`config.mk`:
```
export PLATFORM = sky130hd
export DESIGN_NAME = sfb_frontend
export DESIGN_NICKNAME = d
export VERILOG_FILES = /design/src/core/sfb_pkg.sv /design/src/core/sfb_page_if.sv /design/src/core/sfb_page_mem.sv /design/src/core/sfb_frontend.sv
export VERILOG_INCLUDE_DIRS = /design/src /design/src/core
export SDC_FILE = /design/constraint.sdc
export NUM_CORES = 2
export LEC_CHECK = 0
export BUFFER_PORTS_ARGS = -buffer_cell sky130_fd_sc_hd__buf_2
export CORE_MARGIN = 5
export CORE_UTILIZATION = 25
export DETAILED_ROUTE_END_ITERATION = 16
export PLACE_DENSITY = 0.38
export SLEW_MARGIN = 20
export SYNTH_ARGS = -nofsm -noshare
export SYNTH_HDL_FRONTEND = slang
export SYNTH_HIERARCHICAL = 1
export SYNTH_SLANG_ARGS = --single-unit
```
`constraint.sdc`:
```
create_clock -name i_clk_sys -period 15.1 [get_ports i_clk_sys]
set_input_delay 0.755 -clock i_clk_sys [delete_from_list [all_inputs] [get_ports i_clk_sys]]
set_output_delay 0.755 -clock i_clk_sys [all_outputs]
set_load 0.02 [all_outputs]
```
`src/core/sfb_defs.svh`:
```
// constants of the serial flash bus front end: opcodes, status fields, sizes
// assumes inclusion by bare name from the core files
`ifndef SFB_DEFS_SVH
`define SFB_DEFS_SVH
`define SFB_OP_WRSR     8'h01
`define SFB_OP_PROG     8'h02
`define SFB_OP_READ     8'h03
`define SFB_OP_RDSR     8'h05
`define SFB_OP_WREN     8'h06
`define SFB_OP_ER4      8'h20
`define SFB_OP_QPROG    8'h32
`define SFB_OP_DUAL     8'h3b
`define SFB_OP_SECPROG  8'h42
`define SFB_OP_SECLOCK  8'h44
`define SFB_OP_SECREAD  8'h48
`define SFB_OP_ER32     8'h52
`define SFB_OP_QUAD     8'h6b
`define SFB_OP_RDID     8'h9f
`define SFB_OP_ERCHIP   8'hc7
`define SFB_OP_ER64     8'hd8
`define SFB_DUMMY_CLKS  8
`define SFB_PAGE_BYTES  9'h100
`define SFB_MFR_ID      8'h5a
`define SFB_DEV_ID      16'h1234
`define SFB_ST_BUSY     0
`define SFB_ST_WEL      1
`define SFB_ST_PROT     2
`define SFB_ST_LOCK     3
`define SFB_PROT_RST    1'b0
`define SFB_LOCK_RST    3'h0
`endif

```
`src/core/sfb_pkg.sv`:
```
// types shared by the serial flash bus front end
// assumes nothing beyond the core files
`default_nettype none
package sfb_pkg;
    typedef enum logic [2:0] {
        ST_IDLE  = 3'b000,
        ST_CMD   = 3'b001,
        ST_ADDR  = 3'b010,
        ST_DUMMY = 3'b011,
        ST_OUT   = 3'b100,
        ST_DATA  = 3'b101,
        ST_SKIP  = 3'b110
    } sfb_state_e;
    typedef enum logic [2:0] {
        K_PROG   = 3'b000,
        K_SECPRG = 3'b001,
        K_ER4    = 3'b010,
        K_ER32   = 3'b011,
        K_ER64   = 3'b100,
        K_ERCHIP = 3'b101
    } sfb_kind_e;
    typedef struct packed {
        sfb_kind_e   kind;
        logic [20:0] addr;
        logic [8:0]  len;
    } sfb_op_s;
    typedef struct packed {
        sfb_state_e  state;
        logic [7:0]  cmd;
        logic [4:0]  bitcnt;
        logic [23:0] addr;
        logic [7:0]  dsr;
        logic [8:0]  pcnt;
        logic [7:0]  pofs;
        logic        wel;
        logic        prot;
        logic [2:0]  lock;
        logic        wp_n;
        logic [7:0]  out_sr;
        logic [3:0]  out_cnt;
        logic [7:0]  rd_byte;
        logic        rd_full;
        logic        rq;
        logic        rq_pend;
        logic [1:0]  idx;
        logic        hold;
        logic [3:0]  lo;
        logic [3:0]  oe;
        logic        pw_en;
        logic [7:0]  pw_addr;
        logic [7:0]  pw_data;
        logic        push;
        sfb_op_s     op;
        logic        active;
    } sfb_ctl_s;
endpackage : sfb_pkg
`default_nettype wire

```
`src/core/sfb_page_if.sv`:
```
// page buffer port between the front end and its page memory
// assumes both sides run on the system clock
`timescale 1ns/100ps
`default_nettype none
interface sfb_page_if;
    logic       wr_en;
    logic [7:0] wr_addr;
    logic [7:0] wr_data;
    logic [7:0] rd_addr;
    logic [7:0] rd_data;
    modport fill (output wr_en, output wr_addr, output wr_data, output rd_addr,
                  input rd_data);
    modport mem  (input wr_en, input wr_addr, input wr_data, input rd_addr,
                  output rd_data);
endinterface : sfb_page_if
`default_nettype wire

```
`src/core/sfb_page_mem.sv`:
```
// 256-byte page buffer, one write port, one registered read port
// assumes a single clock and no reset of the contents
`timescale 1ns/100ps
`default_nettype none
module sfb_page_mem (
    input  wire logic i_clk_sys, // system clock
    sfb_page_if.mem   pg         // page port
);
    logic [7:0] mem [0:255];
    logic [7:0] rdata;

    always_ff @(posedge i_clk_sys) begin
        if (pg.wr_en) begin
            mem[pg.wr_addr] <= pg.wr_data;
        end
        rdata <= mem[pg.rd_addr];
    end

    assign pg.rd_data = rdata;
endmodule : sfb_page_mem
`default_nettype wire

```
`src/core/sfb_frontend.sv`:
```
// serial bus front end of a 16-Mbit serial flash
// assumes pins arrive asynchronously; back end on i_clk_sys answers reads
`timescale 1ns/100ps
`default_nettype none
`include "sfb_defs.svh"
// Contract
// select high: deselected, standby, output lanes floating
// while deselected, input lane values are ignored
// operations start on select fall and end on select rise
// stay active after select rise until internal program or erase ends
// command, address and input data sampled on rising clock edges
// read data changes only on falling clock edges
// dual and quad reads drive two or four bits per falling edge
// works with clock idling low or high, modes 0 and 3
// program accepts 1 to 256 bytes within one page
// erase of 4, 32, 64 kilobyte blocks and whole array
// three security pages, each lockable on its own
// write-protect low keeps protected blocks from change
// identification read returns maker and device codes
// addresses select bytes in a two-megabyte space
// pause input freezes the link, program and erase go on; quad read and quad program ignore pause
// quad program takes four bits per rising edge on all lanes
// eight-bit command then 24-bit address, msb first
// host releases the input lane before device drives it
module sfb_frontend #(
    parameter logic [7:0]  MFR_ID     = `SFB_MFR_ID, // arbitrary value
    parameter logic [15:0] DEV_ID     = `SFB_DEV_ID, // arbitrary value
    parameter int unsigned DUMMY_CLKS = `SFB_DUMMY_CLKS
) (
    input  wire logic        i_clk_sys,            // system clock
    input  wire logic        i_reset,              // async reset
    input  wire logic        i_sck,                // serial clock pin
    input  wire logic        i_cs_n,               // select pin, low active
    input  wire logic        i_data_lane_zero,     // lane 0 in
    input  wire logic        i_data_lane_one,      // lane 1 in
    input  wire logic        i_data_lane_two,      // lane 2 in, write protect
    input  wire logic        i_data_lane_three,    // lane 3 in, pause
    output logic             o_data_lane_zero,     // lane 0 out
    output logic             o_data_lane_one,      // lane 1 out
    output logic             o_data_lane_two,      // lane 2 out
    output logic             o_data_lane_three,    // lane 3 out
    output logic             o_data_lane_zero_oe,  // lane 0 drive
    output logic             o_data_lane_one_oe,   // lane 1 drive
    output logic             o_data_lane_two_oe,   // lane 2 drive
    output logic             o_data_lane_three_oe, // lane 3 drive
    output logic             o_op_valid,           // operation waiting
    output logic [2:0]       o_op_kind,            // operation kind
    output logic [20:0]      o_op_addr,            // operation address
    output logic [8:0]       o_op_len,             // program byte count
    input  wire logic        i_op_ready,           // back end takes op
    input  wire logic        i_busy,               // internal op running
    output logic             o_rd_req,             // read byte request
    output logic [20:0]      o_rd_addr,            // read byte address
    output logic             o_rd_sec,             // read from security page
    input  wire logic        i_rd_valid,           // read byte answer
    input  wire logic [7:0]  i_rd_data,            // read byte data
    input  wire logic [7:0]  i_pg_raddr,           // page buffer address
    output logic [7:0]       o_pg_rdata,           // page buffer data
    output logic             o_active              // not in standby
);
    sfb_pkg::sfb_ctl_s c, n;
    sfb_pkg::sfb_op_s  q0, q1, next_q0, next_q1;
    logic              q0v, q1v, next_q0v, next_q1v;
    logic [2:0]        sck_s, cs_s;
    logic [3:0]        lane_s1, lane_s2;
    logic              sck_rise, sck_fall, cs_fall, cs_rise, act_r, act_f;
    logic              quad_pin, blk, pg_ok, busy, rd_sec, next_rd_sec;
    logic [7:0]        nb, cur;
    logic [2:0]        w;
    logic [4:0]        win;
    logic [1:0]        pg;
    sfb_page_if        pgi ();

    function automatic logic [2:0] lane_width(input logic [7:0] op);
        case (op)
            `SFB_OP_QUAD: lane_width = 3'h4;
            `SFB_OP_DUAL: lane_width = 3'h2;
            default:      lane_width = 3'h1;
        endcase
    endfunction : lane_width

    function automatic logic [7:0] id_byte(input logic [1:0] i);
        case (i)
            2'h0:    id_byte = MFR_ID;
            2'h1:    id_byte = DEV_ID[15:8];
            default: id_byte = DEV_ID[7:0];
        endcase
    endfunction : id_byte

    // pins pass two flops before any logic
    always_ff @(posedge i_clk_sys or posedge i_reset) begin
        if (i_reset) begin
            sck_s   <= 3'h0;
            cs_s    <= 3'h7;
            lane_s1 <= 4'hf;
            lane_s2 <= 4'hf;
        end else begin
            sck_s   <= {sck_s[1:0], i_sck};
            cs_s    <= {cs_s[1:0], i_cs_n};
            lane_s1 <= {i_data_lane_three, i_data_lane_two, i_data_lane_one,
                        i_data_lane_zero};
            lane_s2 <= lane_s1;
        end
    end

    // edges found from either idle level
    assign sck_rise = sck_s[1] & ~sck_s[2];
    assign sck_fall = ~sck_s[1] & sck_s[2];
    assign cs_fall  = ~cs_s[1] & cs_s[2];
    assign cs_rise  = cs_s[1] & ~cs_s[2];
    // edges count only while selected and not paused
    assign act_r    = ~cs_s[1] & (c.state != sfb_pkg::ST_IDLE) & ~c.hold & sck_rise;
    assign act_f    = ~cs_s[1] & (c.state != sfb_pkg::ST_IDLE) & ~c.hold & sck_fall;
    assign quad_pin = (c.state != sfb_pkg::ST_CMD)
                    & (c.cmd == `SFB_OP_QPROG || c.cmd == `SFB_OP_QUAD);
    assign busy     = i_busy | q0v;
    assign pg       = c.addr[9:8];
    assign pg_ok    = (pg != 2'h0) && !c.lock[pg - 2'h1];
    // upper half and chip erase protected while the protect bit is set and write-protect is low
    assign blk      = c.prot & ~c.wp_n & ((c.cmd == `SFB_OP_ERCHIP) | c.addr[20]);

    always_comb begin
        n        = c;
        n.rq     = 1'b0;
        n.push   = 1'b0;
        n.pw_en  = 1'b0;
        w        = lane_width(c.cmd);
        win      = (c.cmd == `SFB_OP_QPROG) ? 5'h4 : 5'h1;
        cur      = (c.out_cnt == 4'h0) ? c.rd_byte : c.out_sr;
        nb       = {c.cmd[6:0], lane_s2[0]};
        // pause starts only with clock low
        if (!cs_s[1] && c.state != sfb_pkg::ST_IDLE && !quad_pin) begin
            n.hold = c.hold ? ~lane_s2[3] : (~lane_s2[3] & ~sck_s[1]);
        end else begin
            n.hold = 1'b0;
        end
        // identification and status come from inside
        if (c.state == sfb_pkg::ST_OUT && !c.rd_full && !c.rq_pend) begin
            case (c.cmd)
                `SFB_OP_RDID: begin
                    n.rd_byte = id_byte(c.idx);
                    n.rd_full = 1'b1;
                    n.idx     = (c.idx == 2'h2) ? 2'h0 : c.idx + 2'h1;
                end
                `SFB_OP_RDSR: begin
                    n.rd_byte                = 8'h00;
                    n.rd_byte[`SFB_ST_BUSY]  = busy;
                    n.rd_byte[`SFB_ST_WEL]   = c.wel;
                    n.rd_byte[`SFB_ST_PROT]  = c.prot;
                    n.rd_byte[`SFB_ST_LOCK+:3] = c.lock;
                    n.rd_full                = 1'b1;
                end
                default: begin
                    n.rq      = 1'b1;
                    n.rq_pend = 1'b1;
                end
            endcase
        end
        if (c.rq_pend && i_rd_valid) begin
            n.rd_byte = i_rd_data;
            n.rd_full = 1'b1;
            n.rq_pend = 1'b0;
            n.addr    = c.addr + 24'h1;
        end
        // output lanes move on falling edges only
        if (act_f && c.state == sfb_pkg::ST_OUT) begin
            if (c.out_cnt == 4'h0) begin
                n.rd_full = 1'b0;
            end
            case (w)
                3'h4:    begin n.lo = cur[7:4]; n.oe = 4'hf; end
                3'h2:    begin n.lo = {2'b00, cur[7:6]}; n.oe = 4'h3; end
                default: begin n.lo = {2'b00, cur[7], 1'b0}; n.oe = 4'h2; end
            endcase
            n.out_sr  = cur << w;
            n.out_cnt = ((c.out_cnt == 4'h0) ? 4'h8 : c.out_cnt) - {1'b0, w};
        end
        // serial input taken on rising edges, msb first
        if (act_r) begin
            case (c.state)
                sfb_pkg::ST_CMD: begin
                    n.cmd    = nb;
                    n.bitcnt = c.bitcnt + 5'h1;
                    if (c.bitcnt == 5'h7) begin
                        n.bitcnt = 5'h0;
                        n.wp_n   = lane_s2[2];
                        n.idx    = 2'h0;
                        case (nb)
                            `SFB_OP_WREN: begin
                                n.wel   = 1'b1;
                                n.state = sfb_pkg::ST_SKIP;
                            end
                            `SFB_OP_RDSR, `SFB_OP_RDID: n.state = sfb_pkg::ST_OUT;
                            `SFB_OP_WRSR:   n.state = sfb_pkg::ST_DATA;
                            `SFB_OP_ERCHIP: n.state = sfb_pkg::ST_SKIP;
                            `SFB_OP_READ, `SFB_OP_DUAL, `SFB_OP_QUAD, `SFB_OP_PROG,
                            `SFB_OP_QPROG, `SFB_OP_ER4, `SFB_OP_ER32, `SFB_OP_ER64,
                            `SFB_OP_SECPROG, `SFB_OP_SECREAD, `SFB_OP_SECLOCK:
                                n.state = sfb_pkg::ST_ADDR;
                            default: n.state = sfb_pkg::ST_SKIP;
                        endcase
                    end
                end
                sfb_pkg::ST_ADDR: begin
                    n.addr   = {c.addr[22:0], lane_s2[0]};
                    n.bitcnt = c.bitcnt + 5'h1;
                    if (c.bitcnt == 5'h17) begin
                        n.bitcnt = 5'h0;
                        case (c.cmd)
                            `SFB_OP_READ, `SFB_OP_SECREAD: n.state = sfb_pkg::ST_OUT;
                            `SFB_OP_DUAL, `SFB_OP_QUAD:    n.state = sfb_pkg::ST_DUMMY;
                            `SFB_OP_PROG, `SFB_OP_QPROG, `SFB_OP_SECPROG:
                                n.state = sfb_pkg::ST_DATA;
                            default: n.state = sfb_pkg::ST_SKIP;
                        endcase
                    end
                end
                sfb_pkg::ST_DUMMY: begin
                    n.bitcnt = c.bitcnt + 5'h1;
                    if (c.bitcnt == 5'(DUMMY_CLKS - 1)) begin
                        n.bitcnt = 5'h0;
                        n.state  = sfb_pkg::ST_OUT;
                    end
                end
                sfb_pkg::ST_DATA: begin
                    // quad program takes all four lanes
                    n.dsr    = (c.cmd == `SFB_OP_QPROG) ? {c.dsr[3:0], lane_s2}
                                                         : {c.dsr[6:0], lane_s2[0]};
                    n.bitcnt = c.bitcnt + win;
                    if (c.bitcnt + win == 5'h8) begin
                        n.bitcnt  = 5'h0;
                        n.pw_en   = (c.cmd != `SFB_OP_WRSR);
                        n.pw_addr = c.addr[7:0] + c.pofs;
                        n.pw_data = n.dsr;
                        n.pofs    = c.pofs + 8'h1;
                        // count stops at one page
                        if (c.pcnt != `SFB_PAGE_BYTES) begin
                            n.pcnt = c.pcnt + 9'h1;
                        end
                    end
                end
                sfb_pkg::ST_SKIP: n.bitcnt = c.bitcnt + 5'h1;
                default: ;
            endcase
        end
        // select fall opens a frame
        if (cs_fall) begin
            n.state   = sfb_pkg::ST_CMD;
            n.bitcnt  = 5'h0;
            n.cmd     = 8'h00;
            n.out_cnt = 4'h0;
            n.rd_full = 1'b0;
            n.rq_pend = 1'b0;
            n.pcnt    = 9'h0;
            n.pofs    = 8'h0;
        end
        // select rise closes the frame and commits it
        if (cs_rise) begin
            n.state   = sfb_pkg::ST_IDLE;
            n.rq_pend = 1'b0;
            n.op.addr = c.addr[20:0];
            n.op.len  = c.pcnt;
            if (c.bitcnt[2:0] == 3'h0 && c.wel && !q1v) begin
                case (c.cmd)
                    // three block sizes and whole array
                    `SFB_OP_ER4, `SFB_OP_ER32, `SFB_OP_ER64, `SFB_OP_ERCHIP: begin
                        n.push    = (c.state == sfb_pkg::ST_SKIP) && !blk;
                        n.op.kind = (c.cmd == `SFB_OP_ER4)  ? sfb_pkg::K_ER4 :
                                    (c.cmd == `SFB_OP_ER32) ? sfb_pkg::K_ER32 :
                                    (c.cmd == `SFB_OP_ER64) ? sfb_pkg::K_ER64 :
                                                              sfb_pkg::K_ERCHIP;
                    end
                    `SFB_OP_PROG, `SFB_OP_QPROG: begin
                        n.push    = (c.state == sfb_pkg::ST_DATA) && c.pcnt != 9'h0 && !blk;
                        n.op.kind = sfb_pkg::K_PROG;
                    end
                    // locked security pages refuse programming
                    `SFB_OP_SECPROG: begin
                        n.push    = (c.state == sfb_pkg::ST_DATA) && c.pcnt != 9'h0 && pg_ok;
                        n.op.kind = sfb_pkg::K_SECPRG;
                    end
                    `SFB_OP_SECLOCK: begin
                        if (c.state == sfb_pkg::ST_SKIP && pg != 2'h0) begin
                            n.lock[pg - 2'h1] = 1'b1;
                        end
                    end
                    `SFB_OP_WRSR: begin
                        if (c.state == sfb_pkg::ST_DATA && c.pcnt != 9'h0
                                && !(c.prot && !c.wp_n)) begin
                            n.prot = c.dsr[`SFB_ST_PROT];
                        end
                    end
                    default: ;
                endcase
            end
            case (c.cmd)
                `SFB_OP_ER4, `SFB_OP_ER32, `SFB_OP_ER64, `SFB_OP_ERCHIP, `SFB_OP_PROG,
                `SFB_OP_QPROG, `SFB_OP_SECPROG, `SFB_OP_SECLOCK, `SFB_OP_WRSR:
                    n.wel = 1'b0;
                default: ;
            endcase
        end
        // lanes float when deselected or paused
        if (cs_s[1] || c.hold) begin
            n.oe = 4'h0;
        end
        // active until queued and running work is done
        n.active = ~cs_s[1] | i_busy | q0v | q1v | c.push | n.push;
    end

    always_ff @(posedge i_clk_sys or posedge i_reset) begin
        if (i_reset) begin
            c      <= '0;
            c.prot <= `SFB_PROT_RST;
            c.lock <= `SFB_LOCK_RST;
            c.wp_n <= 1'b1;
            rd_sec <= 1'b0;
        end else begin
            c <= n;
            rd_sec <= next_rd_sec;
        end
    end

    // two-entry operation buffer, head drives the ports
    always_comb begin
        next_q0v = q0v;
        next_q1v = q1v;
        next_q0  = q0;
        next_q1  = q1;
        if (q0v && i_op_ready) begin
            next_q0v = q1v;
            next_q0  = q1;
            next_q1v = 1'b0;
        end
        if (c.push) begin
            if (!next_q0v) begin
                next_q0v = 1'b1;
                next_q0  = c.op;
            end else begin
                next_q1v = 1'b1;
                next_q1  = c.op;
            end
        end
    end

    always_ff @(posedge i_clk_sys or posedge i_reset) begin
        if (i_reset) begin
            q0v <= 1'b0;
            q1v <= 1'b0;
            q0  <= '0;
            q1  <= '0;
        end else begin
            q0v <= next_q0v;
            q1v <= next_q1v;
            q0  <= next_q0;
            q1  <= next_q1;
        end
    end

    assign pgi.wr_en   = c.pw_en;
    assign pgi.wr_addr = c.pw_addr;
    assign pgi.wr_data = c.pw_data;
    assign pgi.rd_addr = i_pg_raddr;

    sfb_page_mem sfb_page_mem_i (
        .i_clk_sys (i_clk_sys),
        .pg        (pgi.mem)
    );

    assign {o_data_lane_three, o_data_lane_two, o_data_lane_one, o_data_lane_zero} = c.lo;
    assign {o_data_lane_three_oe, o_data_lane_two_oe, o_data_lane_one_oe,
            o_data_lane_zero_oe} = c.oe;
    assign o_op_valid = q0v;
    assign o_op_kind  = q0.kind;
    assign o_op_addr  = q0.addr;
    assign o_op_len   = q0.len;
    assign o_rd_req   = c.rq;
    // R14 21-bit byte address
    assign o_rd_addr  = c.addr[20:0];
    assign next_rd_sec = (n.cmd == `SFB_OP_SECREAD);
    assign o_rd_sec   = rd_sec;
    assign o_pg_rdata = pgi.rd_data;
    assign o_active   = c.active;
endmodule : sfb_frontend
`default_nettype wire

```
; ---- Word-level counts from Yosys, hierarchy flattened
; Memories as Yosys holds them, arrays and structs flattened. A register that Yosys moved wholly into a read port is not among the register bits.
; Index checks and enable logic that the tools add are counted.
[word_totals]
elab_cells = 285
ff_bits = 240
output_inout_bits = 74
ram_bits = 2048
n_memories = 1
input_bits = 27
[mem_list]
columns = memory, depth, word_bits, read_ports, rd_clocked_by_memory_dff, wr, line_no
row1 = sfb_page_mem_i.mem, 256, 8, 1, 1, 1, sfb_page_mem.sv:9  ; logic [7:0] mem [0:255];
[classes]
bitwise_logic = 27
shift = 1
eq_ne = 51
muxes = 81
add_sub_neg = 9
order_cmp = 2
n_reduce_logical = 71
[op_table]
columns = operator, count
row1 = $mux 33, 3
row2 = $eq 8x7->1 const B, 11
row3 = $mux 17, 5
row4 = $mux 66, 1
row5 = $eq 8x6->1 const B, 6
row6 = $mux 24, 2
row7 = $eq 8x8->1 const B, 5
row8 = $mux 34, 1
row9 = $eq 8x2->1 const B, 4
row10 = $mux 4, 7
row11 = $mux 3, 9
row12 = $pmux 3 s3, 3
row13 = $mux 25, 1
row14 = $add 24x1->24 const B, 1
row15 = $eq 8x3->1 const B, 3
row16 = $mux 1, 24
row17 = $mux 8, 3
row18 = $mux 5, 4
row19 = $pmux 5 s4, 1
row20 = $logic_and 1x1->1, 18
row21 = $mux 9, 2
row22 = $pmux 9 s2, 1
row23 = $eq 8x1->1 const B, 2
row24 = $mux 16, 1
row25 = other kinds (55), 124

; ---- Logic depth before layout (Yosys ltp)
[logic_depth]
word_depth = 10
ltp_mapped = 14
ltp_nobuf = 12

; ---- By module
; The synthesis kept the hierarchy.
[by_module_without_submodules]
columns = mod, cells_per_inst, n_inst, area_each_um2, seq_area_each_um2
row1 = sfb_page_mem, 3733, 1, 79556.3, 61659.1
row2 = sfb_frontend, 1146, 1, 11961.5, 5895.7

; ---- Worst setup path before layout
; No wires, ideal clock.
[synth_timing]
kind = register to register
startpoint = register c, in the netlist pgi.wr_data[0]
endpoint = memory sfb_page_mem_i.mem[0][0] (data pin)
arrival_time_ns = 3.183
t_required_ns = 14.296
period_less_slack_ns = 3.987
setup_slack_ns = 11.113
setup_time_ns = 0.804
path_stages_with_launch = 1
path_buffers = 0
path_cell_list = dfrtp_1
[synth_rtl]
columns = element, line_no
row1 = "start, declared", sfb_frontend.sv:61  ; sfb_pkg::sfb_ctl_s c, n;
row2 = "start signal, assigned", sfb_frontend.sv:319  ; c <= n;
row3 = "end, declared", sfb_page_mem.sv:9
; Straight into the memory's write port.

; ---- Worst setup path in the final report
[layout_timing]
startpoint = register c[149] (netlist name)
endpoint = register c[99] (netlist name)
[layout_via]
elab_chain_len = 6
[layout_lines]
columns = element, line_no
row1 = $eq 8x6->1, --
row2 = $mux 3, sfb_frontend.sv:128  ; win = (c.cmd == `SFB_OP_QPROG) ? 5'h4 : 5'h1;
row3 = $add 5x3->5, sfb_frontend.sv:230  ; if (c.bitcnt + win == 5'h8) begin
row4 = $eq 5x4->1, sfb_frontend.sv:230
row5 = $reduce_bool 2->1 (no line), --
row6 = $reduce_and 3->1 (no line), --
; Every way passes these cells.
; A chain may end at the register's enable or synchronous reset.

==> metrics <==
status=completed; post-layout min period=4760 ps; Slew @ Worst Pin=1140 ps; Area growth syn-to-layout=15.9%; global-route wire length before repair=388000 um; clock latency on the worst-skew pair=890 ps; Register-to-Register Path Depth=9; cell count after synthesis=4879; # fillers=35.8k; Antenna Nets Post-Route=0; cell leakage power=32.9 nW; VDD IR max=82.4 uV; WP data required=15860 ps; Main synth FF type=edfxtp_1; H-tree Lvls=5; Yosys warnings=6; min setup slack post-route=10340 ps; nets=5122; worst-case clock buffer depth=4; GRT Util Overall=0.141; Core Area=365000 um^2; R2R Path Start=c[149]; total grt overflow=0; Die ar.=378000 um^2; TritonCTS buffer count=275; top post-synthesis cells by count=2048 x edfxtp_1, 454 x mux4_2, 347 x nor2_1, 223 x dfrtp_1, 192 x mux2i_1; Slew headroom=0.239; WL per Instance=27.1 um; Avg Cell Area, Syn=18.8 um^2; Final period util=0.316; DRT Pass-1 Iters=5; crit path to=c[99]; Setup crit start kind=flip-flop; Rows=222; pre-CTS setup slack=9590 ps; Netlist cell types=95; Hold Vio Cnt, Final=0; Final Power=13.8 mW; reg-to-reg endpoint=c[99]; CTS tree=built; RSZ-0062 raised after global routing=false; Die H=615 um; WHS=118 ps; Internal Dissipation=10.8 mW; setup violators final=0; Setup Skew=85.5 ps; register area share after synthesis=0.738; DRT Wirelength=273000 um; switching part of the total=0.221; Clock transition at path regs=60 ps; Die W=615 um; f_max=0.210 GHz; Initial Util=0.251; Worst R2R Setup Slack=10340 ps; most frequent cell after synthesis=edfxtp_1; post-synth top area share=0.672; Crit Path Class=flip-flop to flip-flop; initial antenna violation count=13; Reg area=67600 um^2; worst hold path type=input port to flip-flop; CP max FO=17; io pins=101; synth top area cells=edfxtp_1 67%, mux4_2 11%, dfrtp_1 6.1%; largest net degree at the start of global routing=159; Cell Pwr Density=130 nW/um^2; vias in the first global route=49.3k; Remaining DRCs=0; EDFF count, synth=2048; post-DP HPWL=166000 um; launch point of the worst path=c[149]; Mapped Area=91500 um^2; post_cts resized=0; CTS Sinks=2291; multi-input combinational cell area=22100 um^2; cts hold-fix bufs=9; ys async rst share=0.103; Clock power frac=0.460; critical path capture point type=flip-flop; Net Switching=3.05 mW; synthesized flop and latch total=2291; Total Neg Setup Slack=0 ps; final max-slew violation count=0; DRT iter0 DRCs=4104; Port-buffer cells=100; Synth area leader=edfxtp_1; CP Data Arrival Time=5520 ps; Comb pwr share=0.039; max-capacitance violation count=0; last weighted congestion value of the routability-driven placer=0.758; share of post-route cells with drive strength above 1=0.230; Post-CTS Setup Inserts=0; Syn Nets=4938; CTS root buffer=clkbuf_16; DR vias/cell=4.68; Sequential Power Share=0.502; via count=47.3k
placed cells by master (no fill, tap or decap), drive strengths merged, types with 9 or more instances in the layout:
master / n
a21oi: 157
a221oi: 16
a22oi: 135
nand2b: 22
o31ai: 9
xnor2: 14
clkinv: 104
edfxtp: 2048
and3: 13
dlygate4sd3: 9
o21ai: 89
nand4: 24
o22ai: 30
dfrtp: 223
o221ai: 49
nand2: 153
dfstp: 12
mux2i: 192
nor4b: 10
nor4: 37
mux2: 82
nand3: 52
a22o: 23
nor3: 41
nor2: 347
buf: 218
inv: 51
a211oi: 22
ha: 30
and2: 10
o211ai: 15
nor2b: 58
clkbuf: 360
mux4: 456
bufinv: 13
kinds of logic after synthesis:
| family | count (synthesis) | share of synthesized area |
|---|---|---|
| xor+xnor | 19 | 0.00182 |
| mux | 730 | 0.143 |
| fa+ha+maj | 32 | 0.00454 |
| buf+inv | 360 | 0.0222 |
| simple gates | 819 | 0.0430 |
| compound gates | 628 | 0.0469 |
| flops | 2291 | 0.738 |
cell type report:
type                    instances  area share
well taps                    4816      0.0568
inverters                      40     0.00149
multi-input cells            2228       0.209
clock inverters               135     0.00998
clock buffers                 360      0.0707
diodes                          4   0.0000943
repair buffers                227      0.0153
flip-flops and latches       2291       0.637
per-layer routing:
| layer | global-route usage | up-vias | part of all wire |
|---|---|---|---|
| li1 | - | 20200 | - |
| met1 | 0.197 | 25600 | 0.45 |
| met2 | 0.229 | 1156 | 0.47 |
| met3 | 0.0229 | 363 | 0.051 |
| met4 | 0.0354 | 2 | 0.024 |
| met5 | 0 | - | 0.000048 |
state kept, by name, indices dropped and copies added, names as in the netlist, 4 cells and up:
name / count
pgi.wr_addr: 8
o_op_addr: 21
pgi.wr_data: 8
lane_s1: 4
lane_s2: 4
o_op_len: 9
q1: 33
c: 105
sfb_page_mem_i/pg.rd_data: 8
o_rd_addr: 21
sfb_page_mem_i/mem: 2048
per-stage QoR:
step,area [um^2],util,instances
after global routing,106000,0.290,10100
after CTS,106000,0.290,10100
final,106000,0.290,10100
after global placement,97400,0.267,9590
after floorplan,91500,-,4879
after detailed placement,97400,0.267,9592
worst min-delay path by stage:
stage,slack (ps),from,end,cells after the start
global placement,350,lane_s1[0],lane_s2[0],0
detailed placement,350,lane_s1[0],lane_s2[0],0
CTS,10,i_rd_data[6],c[72],2
floorplan,330,sck_s[0],sck_s[1],0
global route,50,i_rd_data[6],c[72],2
finish,120,i_rd_data[6],c[72],2
worst max-delay path, cell delays in order, from the launching register on:
cell	delay, ps
dfrtp_1	620
or4_1	650
or3_1	560
clkinv_1	280
ha_1	320
xor2_1	200
or3_1	440
nor4_4	890
and4_1	330
mux2_2	330
power by group through the flow:
stage	logic, mW	clock network, mW	registers [mW]
floorplan	0.376	0	7.04
global placement	0.542	0	7.07
detailed placement	0.545	0	7.07
CTS	0.549	6.58	6.94
global route	0.580	6.84	6.95
finish	0.533	6.36	6.94
Note: power is estimated with default switching activity, not from simulation.
